`src/rtl/ocdcu_defs.vh`:
```
// constants for the on-chip debug command unit
`ifndef OCDCU_DEFS_VH
`define OCDCU_DEFS_VH
`define OCDCU_OP_BREAK 8'h00
`define OCDCU_CMD_RD_REV 8'h00
`define OCDCU_CMD_RD_STAT 8'h02
`define OCDCU_CMD_RD_RTC 8'h03
`define OCDCU_CMD_WR_CTL 8'h04
`define OCDCU_CMD_RD_CTL 8'h05
`define OCDCU_CMD_WR_PMEM 8'h0a
`define OCDCU_CMD_RD_PMEM 8'h0b
`define OCDCU_CMD_WR_DMEM 8'h0c
`define OCDCU_CMD_RD_DMEM 8'h0d
`define OCDCU_BLANK_BYTE 8'hff
`define OCDCU_CTL_DBG_BIT 7
`define OCDCU_STAT_DBG_BIT 7
`define OCDCU_STAT_HALT_BIT 6
`define OCDCU_STAT_RP_BIT 5
`define OCDCU_CTL_RST 8'h00
`define OCDCU_REV_VALUE 16'h0101
`endif

```
`src/rtl/ocdcu_cnt.v`:
```
// byte counter for memory transfers, zero size means 65536
`timescale 1ns/1ps
module ocdcu_cnt
(
  // clock and reset
  input wire ref_clk_i,
  input wire rst_b_i,
  // control
  input wire load_i,
  input wire [15:0] size_i,
  input wire dec_i,
  // state
  output wire last_o
);
  reg [16:0] left_r;
  reg [16:0] left_nxt;
  always @*
  begin
    left_nxt = left_r;
    if (load_i)
      left_nxt = (size_i == 16'h0000) ? 17'h10000 : {1'b0, size_i};
    else if (dec_i)
      left_nxt = left_r - 17'h00001;
  end
  always @(posedge ref_clk_i or negedge rst_b_i)
  begin
    if (!rst_b_i)
      left_r <= 17'h00000;
    else
      left_r <= left_nxt;
  end
  assign last_o = (left_r == 17'h00001);
endmodule

```
`src/rtl/ocdcu_top.v`:
```
// command interpreter of the on-chip debug unit
//
// Contract
// - returning to a break instruction previously looped on sets debug mode.
// - no command waits for the cpu to stop; cpu_stopped_i only feeds the status byte.
// - the break instruction is decoded from opcode 00h.
// - outside debug mode only a subset is accepted, all inside unless guarded.
// - 00h, 02h, 04h, 05h work always, 03h only in debug mode.
// - under read protection write control cannot clear the debug flag.
// - 0ah takes address, size and data bytes into program memory.
// - a size field of zero means 65536 bytes.
// - program writes are dropped unless the flash is unlocked.
// - memory writes are dropped outside debug mode or under read protection.
// - 0bh returns program bytes, or ffh outside debug or when protected.
// - 0ch stores data bytes into data memory at consecutive addresses.
// - 0dh returns data bytes, ffh only outside debug mode.
`timescale 1ns/1ps
`include "ocdcu_defs.vh"
module ocdcu_top
(
  // clock and reset
  input wire ref_clk_i,
  input wire rst_b_i,
  // host byte stream from the serial debug interface
  input wire rx_valid_i,
  input wire [7:0] rx_data_i,
  output wire tx_valid_o,
  output wire [7:0] tx_data_o,
  input wire tx_ready_i,
  // cpu status
  input wire cpu_fetch_i,
  input wire [15:0] cpu_pc_i,
  input wire [7:0] cpu_opcode_i,
  input wire cpu_stopped_i,
  input wire read_protect_option_i,
  input wire flash_unlocked_i,
  input wire [15:0] runtime_cnt_i,
  // debug state
  output wire debug_mode_flag_o,
  output wire [7:0] ctl_o,
  // memory port
  output wire mem_wr_o,
  output wire mem_rd_o,
  output wire mem_prog_o,
  output wire [15:0] mem_addr_o,
  output wire [7:0] mem_wdata_o,
  input wire [7:0] mem_rdata_i
);
  localparam S_CMD = 3'h0;
  localparam S_AH = 3'h1;
  localparam S_AL = 3'h2;
  localparam S_SH = 3'h3;
  localparam S_SL = 3'h4;
  localparam S_DATA = 3'h5;
  localparam S_TX = 3'h6;
  localparam S_WCTL = 3'h7;

  reg [2:0] st_r;
  reg [2:0] st_nxt;
  reg [7:0] cmd_r;
  reg [15:0] addr_r;
  reg [7:0] size_hi_r;
  reg [7:0] ctl_r;
  reg [7:0] tx_r;
  reg txv_r;
  reg [1:0] nleft_r;
  reg brk_loop_r;
  reg [15:0] brk_pc_r;
  reg wr_r;
  reg rd_r;
  reg [7:0] wd_r;
  wire last;
  wire cnt_load;
  wire cnt_dec;
  wire is_wr;
  wire is_prog;
  wire dbg;
  wire brk_fetch;
  reg [7:0] reply;
  localparam [15:0] REV_WORD = `OCDCU_REV_VALUE;

  assign dbg = ctl_r[`OCDCU_CTL_DBG_BIT];
  assign is_wr = ~cmd_r[0];
  assign is_prog = (cmd_r[3:0] == 4'ha) || (cmd_r[3:0] == 4'hb);
  assign brk_fetch = cpu_fetch_i && (cpu_opcode_i == `OCDCU_OP_BREAK);

  ocdcu_cnt u_cnt
  (
    .ref_clk_i(ref_clk_i),
    .rst_b_i(rst_b_i),
    .load_i(cnt_load),
    .size_i({size_hi_r, rx_data_i}),
    .dec_i(cnt_dec),
    .last_o(last)
  );
  assign cnt_load = (st_r == S_SL) && rx_valid_i;
  assign cnt_dec = (st_r == S_DATA) &&
    (is_wr ? rx_valid_i : (txv_r && tx_ready_i));

  ////////////////////////////////////////////////////////////////////////
  // reply byte for single replies and memory reads
  always @*
  begin
    reply = `OCDCU_BLANK_BYTE;
    case (cmd_r)
      `OCDCU_CMD_RD_REV:
        reply = (nleft_r == 2'h2) ? REV_WORD[15:8] : REV_WORD[7:0];
      `OCDCU_CMD_RD_STAT:
        reply = {dbg, cpu_stopped_i, read_protect_option_i, 5'h00};
      `OCDCU_CMD_RD_RTC:
        reply = (nleft_r == 2'h2) ? runtime_cnt_i[15:8] : runtime_cnt_i[7:0];
      `OCDCU_CMD_RD_CTL:
        reply = ctl_r;
      `OCDCU_CMD_RD_PMEM:
        reply = (dbg && !read_protect_option_i) ? mem_rdata_i :
          `OCDCU_BLANK_BYTE;
      `OCDCU_CMD_RD_DMEM:
        reply = dbg ? mem_rdata_i : `OCDCU_BLANK_BYTE;
      default:
        reply = `OCDCU_BLANK_BYTE;
    endcase
  end

  ////////////////////////////////////////////////////////////////////////
  // command decoder
  always @*
  begin
    st_nxt = st_r;
    case (st_r)
      S_CMD:
        if (rx_valid_i)
        begin
          case (rx_data_i)
            `OCDCU_CMD_RD_REV, `OCDCU_CMD_RD_STAT, `OCDCU_CMD_RD_CTL:
              st_nxt = S_TX;
            `OCDCU_CMD_RD_RTC:
              st_nxt = dbg ? S_TX : S_CMD;
            `OCDCU_CMD_WR_CTL:
              st_nxt = S_WCTL;
            `OCDCU_CMD_WR_PMEM, `OCDCU_CMD_RD_PMEM,
            `OCDCU_CMD_WR_DMEM, `OCDCU_CMD_RD_DMEM:
              st_nxt = S_AH;
            default:
              st_nxt = S_CMD;
          endcase
        end
      S_AH:
        if (rx_valid_i)
          st_nxt = S_AL;
      S_AL:
        if (rx_valid_i)
          st_nxt = S_SH;
      S_SH:
        if (rx_valid_i)
          st_nxt = S_SL;
      S_SL:
        if (rx_valid_i)
          st_nxt = S_DATA;
      S_DATA:
        if (cnt_dec && last)
          st_nxt = S_CMD;
      S_TX:
        if (txv_r && tx_ready_i && nleft_r == 2'h1)
          st_nxt = S_CMD;
      S_WCTL:
        if (rx_valid_i)
          st_nxt = S_CMD;
      default:
        st_nxt = S_CMD;
    endcase
  end

  ////////////////////////////////////////////////////////////////////////
  // sequential state
  always @(posedge ref_clk_i or negedge rst_b_i)
  begin
    if (!rst_b_i)
    begin
      st_r <= S_CMD;
      cmd_r <= 8'h00;
      addr_r <= 16'h0000;
      size_hi_r <= 8'h00;
      ctl_r <= `OCDCU_CTL_RST;
      tx_r <= 8'h00;
      txv_r <= 1'b0;
      nleft_r <= 2'h0;
      brk_loop_r <= 1'b0;
      brk_pc_r <= 16'h0000;
      wr_r <= 1'b0;
      rd_r <= 1'b0;
      wd_r <= 8'h00;
    end
    else
    begin
      st_r <= st_nxt;
      wr_r <= 1'b0;
      rd_r <= 1'b0;
      if (st_r == S_CMD && rx_valid_i)
      begin
        cmd_r <= rx_data_i;
        nleft_r <= (rx_data_i == `OCDCU_CMD_RD_REV ||
          rx_data_i == `OCDCU_CMD_RD_RTC) ? 2'h2 : 2'h1;
      end
      if (st_r == S_AH && rx_valid_i)
        addr_r[15:8] <= rx_data_i;
      if (st_r == S_AL && rx_valid_i)
        addr_r[7:0] <= rx_data_i;
      if (st_r == S_SH && rx_valid_i)
        size_hi_r <= rx_data_i;
      // reads: request memory, then offer the byte on the next cycle
      if ((st_r == S_SL && rx_valid_i && !is_wr) ||
        (st_r == S_DATA && !is_wr && cnt_dec && !last))
        rd_r <= 1'b1;
      if (rd_r)
      begin
        tx_r <= reply;
        txv_r <= 1'b1;
      end
      else if (st_r == S_TX && !txv_r)
      begin
        tx_r <= reply;
        txv_r <= 1'b1;
      end
      else if (txv_r && tx_ready_i)
      begin
        txv_r <= 1'b0;
        if (st_r == S_TX)
          nleft_r <= nleft_r - 2'h1;
      end
      if (st_r == S_DATA && cnt_dec)
        addr_r <= addr_r + 16'h0001;
      if (st_r == S_DATA && is_wr && rx_valid_i)
      begin
        wd_r <= rx_data_i;
        wr_r <= dbg && !read_protect_option_i &&
          (!is_prog || flash_unlocked_i);
      end
      if (st_r == S_WCTL && rx_valid_i)
      begin
        ctl_r <= rx_data_i;
        if (read_protect_option_i && dbg)
          ctl_r[`OCDCU_CTL_DBG_BIT] <= 1'b1;
      end
      // remember the break loop, enter debug mode on return to it
      if (brk_fetch && !dbg)
      begin
        if (brk_loop_r && cpu_pc_i == brk_pc_r)
          ctl_r[`OCDCU_CTL_DBG_BIT] <= 1'b1;
        else
        begin
          brk_loop_r <= 1'b1;
          brk_pc_r <= cpu_pc_i;
        end
      end
      if (dbg)
        brk_loop_r <= 1'b0;
    end
  end

  assign tx_valid_o = txv_r;
  assign tx_data_o = tx_r;
  assign debug_mode_flag_o = dbg;
  assign ctl_o = ctl_r;
  assign mem_wr_o = wr_r;
  assign mem_rd_o = rd_r;
  assign mem_prog_o = is_prog;
  assign mem_addr_o = wr_r ? addr_r - 16'h0001 : addr_r;
  assign mem_wdata_o = wd_r;
endmodule

```
`config.mk`:
```
export PLATFORM = sky130hd
export DESIGN_NAME = ocdcu_top
export DESIGN_NICKNAME = d
export VERILOG_FILES = /design/src/rtl/ocdcu_cnt.v /design/src/rtl/ocdcu_top.v
export VERILOG_INCLUDE_DIRS = /design/src /design/src/rtl
export SDC_FILE = /design/constraint.sdc
export NUM_CORES = 1
export LEC_CHECK = 0
export ABC_AREA = 1
export BUFFER_PORTS_ARGS = -buffer_cell sky130_fd_sc_hd__buf_2
export CAP_MARGIN = 10
export CORE_MARGIN = 4
export CORE_UTILIZATION = 33
export CTS_CLUSTER_DIAMETER = 100
export CTS_CLUSTER_SIZE = 30
export DETAILED_ROUTE_END_ITERATION = 8
export GPL_TIMING_DRIVEN = 0
export PLACE_DENSITY = 0.55
export SYNTH_ARGS = -nofsm -noshare
export SYNTH_HDL_FRONTEND = slang
export SYNTH_SLANG_ARGS = --single-unit
```
`constraint.sdc`:
```
create_clock -name ref_clk_i -period 2 [get_ports ref_clk_i]
set_input_delay 0.2 -clock ref_clk_i [delete_from_list [all_inputs] [get_ports ref_clk_i]]
set_output_delay 0.2 -clock ref_clk_i [all_outputs]
set_load 0.005 [all_outputs]
```
=== Word level (Yosys, flattened, before mapping) ===
Cells that the tools add are included.

* Add/subtract/negate cells: 4
* Eq/ne operators: 35
* Muxes and demuxes: 43
* Bitwise logic cells: 2
* Reductions and logical operators: 49

{| class="wikitable"
|+ Operators with widths
! operator !! number
|-
| $mux 8 || 8
|-
| $mux 17 || 3
|-
| $eq 8x4->1 const B || 6
|-
| $pmux 8 s6 || 1
|-
| $eq 8x2->1 const B || 4
|-
| $mux 16 || 2
|-
| $mux 3 || 9
|-
| $eq 8x3->1 const B || 3
|-
| $logic_and 1x1->1 || 24
|-
| $logic_not 8->1 || 3
|-
| $pmux 3 s8 || 1
|-
| $ne 2x2->1 const B || 9
|-
| $eq 17x1->1 const B || 1
|-
| $sub 17x1->17 const B || 1
|-
| $add 16x1->16 const B || 1
|-
| $eq 16x16->1 || 1
|-
| $logic_not 16->1 || 1
|-
| $sub 16x1->16 const B || 1
|-
| $eq 3x3->1 const B || 4
|-
| $mux 1 || 12
|-
| $mux 2 || 6
|-
| $pmux 3 s4 || 1
|-
| $reduce_bool 2->1 || 5
|-
| $eq 4x4->1 const B || 2
|-
| other kinds (14) || 24
|}

* Flip-flop bits (word level): 98
* Bits of input ports: 64
* Output and inout bits: 45
* Word-level logic and storage cells: 149

=== Depth between registers and ports, before layout ===
Gate-level depths: netlist of the first run.

* Word-level depth: 8
* Depth in mapped cells: 12
* Depth with buffers taken out: 11

=== Hierarchy ===
Synthesis of the first run repeated with hierarchy kept, for this count alone.

* Cells, all modules: 941
* Area, all modules: 6590.1 µm²

{| class="wikitable"
|+ Modules (own cells, without submodules)
! module !! times used !! cells an instance !! area each (µm²) !! seq. area each (µm²)
|-
| ocdcu_top || 1 || 752 || 5333.9 || 2026.9
|-
| ocdcu_cnt || 1 || 189 || 1256.2 || 425.4
|}

=== Least setup slack after synthesis of the first run ===
Ideal clock, no wire load.

* Path type: register to output
* From: register addr_r[0]
* To: output port mem_addr_o[14]
* Arrival: 1.489 ns
* Data required time: 1.800 ns
* Slack: 0.311 ns
* Cell stages (with the launch flop): 9
* Buffers on the path: 0
* Cell sequence: dfrtp_1 inv_1 ha_1 inv_1 nor3_2 nand3_1 nor2_1 nand3_1 xor2_1

* Longest elaborated chain between the ends: 2

{| class="wikitable"
|+ RTL lines
! element !! RTL line !! text
|-
| start: declaration || ocdcu_top.v:61 || <nowiki>reg [15:0] addr_r;</nowiki>
|-
| start signal: assignment || ocdcu_top.v:207 || <nowiki>addr_r[7:0] <= rx_data_i;</nowiki>
|-
| start signal: assignment || ocdcu_top.v:231 || <nowiki>addr_r <= addr_r + 16'h0001;</nowiki>
|-
| $sub 16x1->16 || ocdcu_top.v:267 || <nowiki>assign mem_addr_o = wr_r ? addr_r - 16'h0001 : addr_r;</nowiki>
|-
| $mux 16 || ocdcu_top.v:267 ||
|-
| end: declaration || ocdcu_top.v:45 || <nowiki>output wire [15:0] mem_addr_o,</nowiki>
|}

No other way between the ends.

=== Worst setup path in the final report of the first run ===
* From: register addr_r[0]
* To: output port mem_addr_o[8]

Same word-level chain as after synthesis.

==> results of run 1 <==
-- critical path, stage by stage, from the launching register on --
cell and delay (ns):
dfrtp_2 0.43, inv_2 0.08, ha_4 0.13, inv_2 0.04, nor3_4 0.24, nand3_4 0.13
buf_4 0.15, buf_6 0.10, xor2_1 0.13, buf_2 0.12
-- sequential cells by signal (all words and copies together) (netlist names) --
name,flops
st_r,3
brk_loop_r,1
addr_r,16
tx_valid_o,1
mem_wr_o,1
size_hi_r,8
mem_wdata_o,8
u_cnt.left_r,17
mem_rd_o,1
cmd_r,8
brk_pc_r,16
nleft_r,2
tx_data_o,8
ctl_o,8
-- per-layer routing --
metal	GRT usage, %	share of wire (%)	up-vias	wire length (um)
li1	-	-	3353	-
met1	24.1	48	2959	9130
met2	29.1	46	160	8780
met3	3.73	5.5	14	1060
met4	3.12	0.94	0	179
met5	0	0	-	0
-- stage by stage --
stage               area (sq um)  setup WS [ns]
floorplan                   6390          0.311
global placement            7260         -0.476
detailed placement          7290         -0.118
CTS                         7720         -0.140
global route                7770         -0.232
finish                      7770         -0.133
-- power breakdown --
group | switching [mW] | internal [mW] | leakage (nW)
logic | 2.28 | 1.45 | 2.66
registers | 0.661 | 2.71 | 1.23
clock network | 0.901 | 0.891 | 0.149
-- cell families after synthesis --
| logic type | count (synthesis) | share of synthesized area, % |
|---|---|---|
| compound gates | 118 | 10.5 |
| xor+xnor | 15 | 2.06 |
| fa+ha+maj | 6 | 1.17 |
| buf+inv | 144 | 9.18 |
| flops | 98 | 38.4 |
| mux | 3 | 0.470 |
| simple gates | 585 | 38.2 |
-- final cells by class --
class / count / area [sq um]
Fill cell: 2072 / 11100
Multi-Input combinational cell: 727 / 3430
Sequential cell: 98 / 2460
Timing Repair Buffer: 122 / 674
Inverter: 121 / 454
Tap cell: 260 / 325
Clock buffer: 9 / 225
Buffer: 21 / 124
Clock inverter: 7 / 81.3
-- final timing paths --
check	startpoint	end	cells past startpoint
worst max register to register	st_r[1]	mem_wr_o	7
worst min register to register	mem_wdata_o[4]	mem_wdata_o[4]	2
worst min-delay path	tx_ready_i	tx_valid_o	2
min in group asynchronous	rst_b_i	brk_pc_r[11]	2
max in group asynchronous	rst_b_i	mem_wr_o	3
worst max-delay path	addr_r[0]	mem_addr_o[8]	9
-- cell usage after synthesis (2+ instances only) --
master    instances
o221ai_1          3
nand2_2           2
a31oi_1           3
nand3b_1          3
nand3_1          78
buf_6             2
buf_4             4
nand4_1          11
nand2_1         331
clkbuf_1          4
dfrtp_1          98
a21oi_1          16
nor3_2            2
nand3_2           4
nor3_1           12
o211ai_1         17
inv_1           113
o21ai_0          63
inv_2             8
nor4_1            3
o21bai_1          3
o21ai_1           3
xor2_1           14
nor2_1          127
mux2i_1           3
o22ai_1           8
ha_1              6
buf_2            13
nor2_2            8
-- timing repair --
item / in CTS / in global routing
endpoints found under the setup margin: 9 / 14
setup buffers: 8 / 5
hold buffers: 1 / 0
gates resized for setup: 23 / 7
hold endpoints to repair: 45 / 0
pin swaps: 8 / 9
==> metrics.csv, run 1 <==
metric,value,unit
initial_core_util,33.8,%
syn_inst,969,
path_max_fanout,4,
synth_seq_cells,98,
pin_count,109,
leakagePower,4.04,nW
grt_use_total,17.6,%
grt_pass1_wl,31300,um
vias,6486,
min_path_type,in2reg,
port_buffers,108,
final_cell_mix,"nand2_1, nor2_1, buf_2",
syn_to_final_growth,21.6,%
fin_ws,-0.133,ns
p_per_area,1150,nW/um^2
utilization,41.1,%
place.gp.congestion,0.879,
antennaDiodeCount,0,
place_inst,1338,
drc,0,
grt_max_degree,54,
status,finished with violations,
cts_tree,done,
slew_violations,0,
rsz0062_at_grt,true,
wl_per_cell,14.0,um
clk_path_buf_depth,2,
root_buffer,clkbuf_16,
critPathKind,reg2out,
setup_viol,7,
syn_nets,1039,
relSlewSlack,56.4,%
fin_skew,0.0132,ns
crit_path_end_kind,primary output,
layout_commonest_cell,nand2_1,
ant_nets,0,
syn_area,6390,sq um
antenna_found_initial,0,
finalPower,8.90,mW
ys_seq_area_share,38.4,%
min_period,2.13,ns
worst_ep_required_time,1.80,ns
grt_pass1_vias,6143,
cts_sinks,98,
finalNonFillerCells,1365,
synth_edf_count,0,
worst_pin_slew,0.654,ns
worstPathArrival,1.93,ns
synth_cell_types,36,
clock.fmax,0.469,GHz
async_reset_ff_share,100,%
drive_above_1_share,18.4,%
wirelength,19100,um
cts_buffers,9,
tns,-0.528,ns
clk_latency,0.36,ns
yosysTopAreaCellShare,38.4,%
rows,50,
yosys_warnings,0,
drtPass1Iterations,5,
drv_cap,0,
yosys.area.top_type,dfrtp_1,
die_y,147,um
core-area,18900,sq um
vdd_drop_max,0.000515,V
dieArea,21700,sq um
ff2ff_setup_slack,0.13,ns
die_x,147,um
syn-mean-instance-area,6.59,sq um
nets,1170,
final_hold_viol_count,0,
cp-start-kind,register,
ys.flop_type,dfrtp_1,
violations,setup timing,
fin_crit_sh,107,%
clk_pin_slew,0.08,ns
cts_htree_levels,3,
drt_iter0_drc,327,
viasPerCell,4.75,
dpl.hpwl,14400,um
grt-ovfl-total,0,
timing.hold.ws,0.0678,ns
synthTopCellsByArea,"dfrtp_1, nand2_1, nor2_1, inv_1, nand3_1",
Power figures use the tool's default switching activity.
==> run 2, diff against run 1 <==
CORE_ASPECT_RATIO = 0.7   (was not set)
SETUP_SLACK_MARGIN = 0.3   (was not set)
==> metrics.csv, run 2 (synthesis gave the netlist of run 1 again) <==
metric,value,unit
clk_latency,0.35,ns
cts_tree,done,
top_regs,"u_cnt.left_r (17), addr_r (16), brk_pc_r (16)",
r2r-start,st_r[1],
status,finished with violations,
cts_buffers,9,
max_stage_delay,0.43,ns
p_per_area,1140,nW/um^2
port_buffers,108,
wl_per_cell,14.2,um
nets,1193,
crit_slowest_cell,dfrtp_2,
wirelength,19700,um
initial_core_util,33.7,%
largest_reg_flops,17,
final_hold_viol_count,0,
grt_use_total,17.7,%
dieArea,21700,sq um
setup_viol,3,
hold_start,tx_ready_i,
post-place-ws,-0.0623,ns
worstPathArrival,1.84,ns
place_area,7290,sq um
dpl.hpwl,14700,um
cp-start-kind,register,
worst_path_most_repeated_cell,inv_2,
antenna_found_initial,0,
drive_above_1_share,23.0,%
final_cell_mix,"nand2_1, nor2_1, buf_2",
vias,6600,
layout_commonest_cell,nand2_1,
clock.fmax,0.489,GHz
clk_path_buf_depth,2,
critPathKind,reg2out,
drtPass1Iterations,5,
leakagePower,4.19,nW
clk_pin_slew,0.07,ns
antennaDiodeCount,0,
fin_skew,0.00755,ns
crit_chain,inv_2 -> ha_4 -> inv_2 -> nor3_4 -> nand3_2 -> nand3b_1 -> o21ai_1 -> nand2_1 -> buf_2,
violations,setup timing,
worst_pin_slew,0.532,ns
root_buffer,clkbuf_16,
worst_ep_required_time,1.80,ns
min_period,2.04,ns
core-area,19000,sq um
fin_ws,-0.0436,ns
crit_path_end_kind,primary output,
rows,42,
vdd_drop_max,0.000498,V
relSlewSlack,64.5,%
place.gp.congestion,0.897,
drt_iter0_drc,440,
syn_to_final_growth,28.3,%
crit_start,addr_r[0],
path_max_fanout,4,
grt_pass1_vias,5886,
die_y,124,um
stdcell_area,8200,sq um
die_x,174,um
finalPower,9.31,mW
grt-ovfl-total,0,
pin_count,109,
drc,0,
min_path_type,in2reg,
cts_htree_levels,3,
ant_nets,0,
viasPerCell,4.74,
slew_violations,0,
rsz0062_at_grt,true,
cts_sinks,98,
drv_cap,0,
grt_pass1_wl,31400,um
largest_register,u_cnt.left_r,
grt_max_degree,63,
fin_crit_sh,102,%
-- run 2: metrics by stage --
stage	utilization [%]	std cells	TNS, ns	hold WS (ns)
after floorplan	-	969	0	-0.0956
after global placement	38.3	1341	-45.58	0.452
after detailed placement	38.4	1342	-0.0666	0.223
after CTS	41.1	1370	-0.223	0.0810
after global routing	43.2	1392	-1.08	0.106
final	43.2	1392	-0.0928	0.0954
-- run 2: final cells by class --
class	instances	area, sq um
fillers	2014	10800
multi-input cells	727	3620
flip-flops and latches	98	2460
repair buffers	143	848
inverters	121	465
well taps	264	330
clock buffers	11	243
plain buffers	23	175
clock inverters	5	53.8
-- run 2: layer usage --
metal | track usage (%) | part of all wire [%]
met1 | 28.2 | 53
met2 | 24.0 | 40
met3 | 4.37 | 6.0
met4 | 3.21 | 0.83
met5 | 0 | 0
-- run 2: worst paths after layout --
path / endpoint / slack [ns] / cells past startpoint
hold reg to reg: tx_data_o[4] / 0.48 / 2
hold / removal: tx_valid_o / 0.1 / 2
min in group asynchronous: brk_pc_r[3] / 0.36 / 2
setup / recovery: mem_addr_o[12] / -0.04 / 9
max in group asynchronous: addr_r[6] / 0.89 / 3
setup reg to reg: mem_rd_o / 0.38 / 7
-- run 2: repair_timing --
| item | in CTS | in global routing |
|---|---|---|
| resized for setup | 42 | 67 |
| endpoints found under the hold margin | 36 | 0 |
| hold buffers | 1 | 0 |
| buffers inserted | 11 | 22 |
| pin swaps | 8 | 12 |
| setup endpoints to repair | 45 | 74 |
-- run 2: critical path, delay by kind of cell, from the launching register on --
family | cells | cell delay [ns]
and+or+nand+nor | 4 | 0.54
DFF | 1 | 0.43
buffers and inverters | 3 | 0.25
adders and majority gates | 1 | 0.13
AOI/OAI and AO/OA | 1 | 0.12
-- run 2: power by group --
| part | leakage, nW | internal, mW | switching, mW | total [mW] |
|---|---|---|---|---|
| registers | 1.23 | 2.72 | 0.647 | 3.37 |
| logic | 2.81 | 1.64 | 2.54 | 4.17 |
| clock network | 0.149 | 1.00 | 0.769 | 1.77 |
| total | 4.19 | 5.36 | 3.95 | 9.31 |
==> run 3, diff against run 2 <==
MAX_ROUTING_LAYER = met4   (was not set)
==> metrics.csv, run 3 (synthesis gave the netlist of run 1 again) <==
metric,value,unit
status,finished with violations,
violations,setup timing,
vdd_drop_max,0.000496,V
place_inst,1342,
min_path_type,in2reg,
finalNonFillerCells,1390,
fin_ws,-0.0438,ns
stdcell_area,8180,sq um
cts_htree_levels,3,
min_path_cells,2,
top_regs,"u_cnt.left_r (17), addr_r (16), brk_pc_r (16)",
combPwrFrac,44.8,%
wl_per_cell,14.2,um
cts_sinks,98,
slew_violations,0,
vias,6625,
syn_to_final_growth,28.0,%
worst_path_most_repeated_cell,inv_2,
rsz0062_at_grt,true,
p_sw,3.95,mW
reg2reg_depth,7,
drv_cap,0,
root_buffer,clkbuf_16,
largest_reg_flops,17,
drtPass1Iterations,5,
fin_crit_sh,102,%
clkPwrFrac,19.1,%
grt_max_degree,63,
p_seq_share,36.1,%
path_max_fanout,4,
drc,0,
worst_pin_slew,0.538,ns
clk_pin_slew,0.07,ns
die_x,174,um
crit_slowest_cell,dfrtp_2,
place.gp.congestion,0.912,
fillCellCount,2014,
crit_chain,inv_2 -> ha_4 -> inv_2 -> nor3_4 -> nand3_2 -> nand3b_1 -> o21ai_1 -> nand2_1 -> buf_2,
min_period,2.04,ns
port_buffers,108,
final_cell_mix,"nand2_1, nor2_1, buf_2",
ant_nets,0,
p_per_area,1140,nW/um^2
clock.fmax,0.489,GHz
leakagePower,4.18,nW
critPathKind,reg2out,
grt-ovfl-total,0,
crit_path_end_kind,primary output,
setup_viol,2,
dieArea,21700,sq um
clk_latency,0.35,ns
p_int,5.36,mW
final_hold_viol_count,0,
grt_use_total,18.2,%
rows,42,
drt_iter0_drc,445,
wirelength,19700,um
viasPerCell,4.77,
crit_family,simple AND/OR/NAND/NOR gates,
layout_commonest_cell,nand2_1,
initial_core_util,33.7,%
cp-start-kind,register,
fin_skew,0.00966,ns
drive_above_1_share,22.7,%
switching_share,42.4,%
die_y,124,um
core-area,19000,sq um
nets,1191,
final-seq-area,2460,sq um
finalPower,9.31,mW
pin_count,109,
dpl.hpwl,14700,um
cts_buffers,9,
grt_pass1_wl,31400,um
clk_path_buf_depth,2,
worst-path-stages,9,
grt_pass1_vias,5888,
worstPathArrival,1.84,ns
worst_ep_required_time,1.80,ns
path_buf_inv,3,
largest_register,u_cnt.left_r,
antenna_found_initial,0,
relSlewSlack,64.2,%
cts_tree,done,
place_area,7290,sq um
multiInputGateArea,3620,sq um
max_stage_delay,0.43,ns
antennaDiodeCount,0,
## run 3: what timing repair did
| item | in CTS | in global routing |
|---|---|---|
| resized for setup | 42 | 65 |
| setup endpoints to repair | 45 | 74 |
| pin swaps | 8 | 11 |
| setup buffers | 11 | 20 |
| hold buffers | 1 | 0 |
| endpoints found under the hold margin | 36 | 0 |
## run 3: power groups by stage
stage          registers, mW  logic (mW)  clock network, mW
6_report                3.36        4.17               1.77
3_5_place_dp            3.36        3.54                  0
4_1_cts                 3.33        3.84               1.84
3_3_place_gp            3.36        3.52                  0
5_1_grt                 3.47        4.70               1.89
2_1_floorplan           3.23        2.40                  0
## run 3: path summary, 6_finish.rpt
check,start,end,slack [ns]
max,addr_r[0],mem_addr_o[12],-0.04
min,tx_ready_i,tx_valid_o,0.1
max reg2reg,st_r[1],mem_rd_o,0.37
min reg2reg,tx_data_o[4],tx_data_o[4],0.48
max in group asynchronous,rst_b_i,addr_r[6],0.89
min in group asynchronous,rst_b_i,brk_pc_r[3],0.37
## run 3: metrics by stage
step,hold WS [ns],utilization (%),worst slack (ns),TNS [ns]
6_report,0.0975,43.1,-0.0438,-0.0812
5_1_grt,0.107,43.1,-0.163,-1.15
4_1_cts,0.0810,41.1,-0.0647,-0.223
3_5_place_dp,0.223,38.4,-0.0623,-0.0666
3_3_place_gp,0.452,38.3,-0.478,-45.58
2_1_floorplan,-0.0956,-,0.311,0
## run 3: layout make-up
class | instances | area share (%)
Timing Repair Buffer | 141 | 10.2
Tap cell | 264 | 4.04
Sequential cell | 98 | 30.1
Clock inverter | 5 | 0.658
Multi-Input combinational cell | 727 | 44.2
Inverter | 121 | 5.69
Buffer | 23 | 2.14
Clock buffer | 11 | 2.97
## run 3: routing by layer
layer,track usage [%],vias to the layer above,wire (um)
met2,24.0,162,7810
met5,-,-,0
met1,28.3,3049,10500
met4,3.21,0,127
met3,4.28,10,1280
li1,-,3404,-
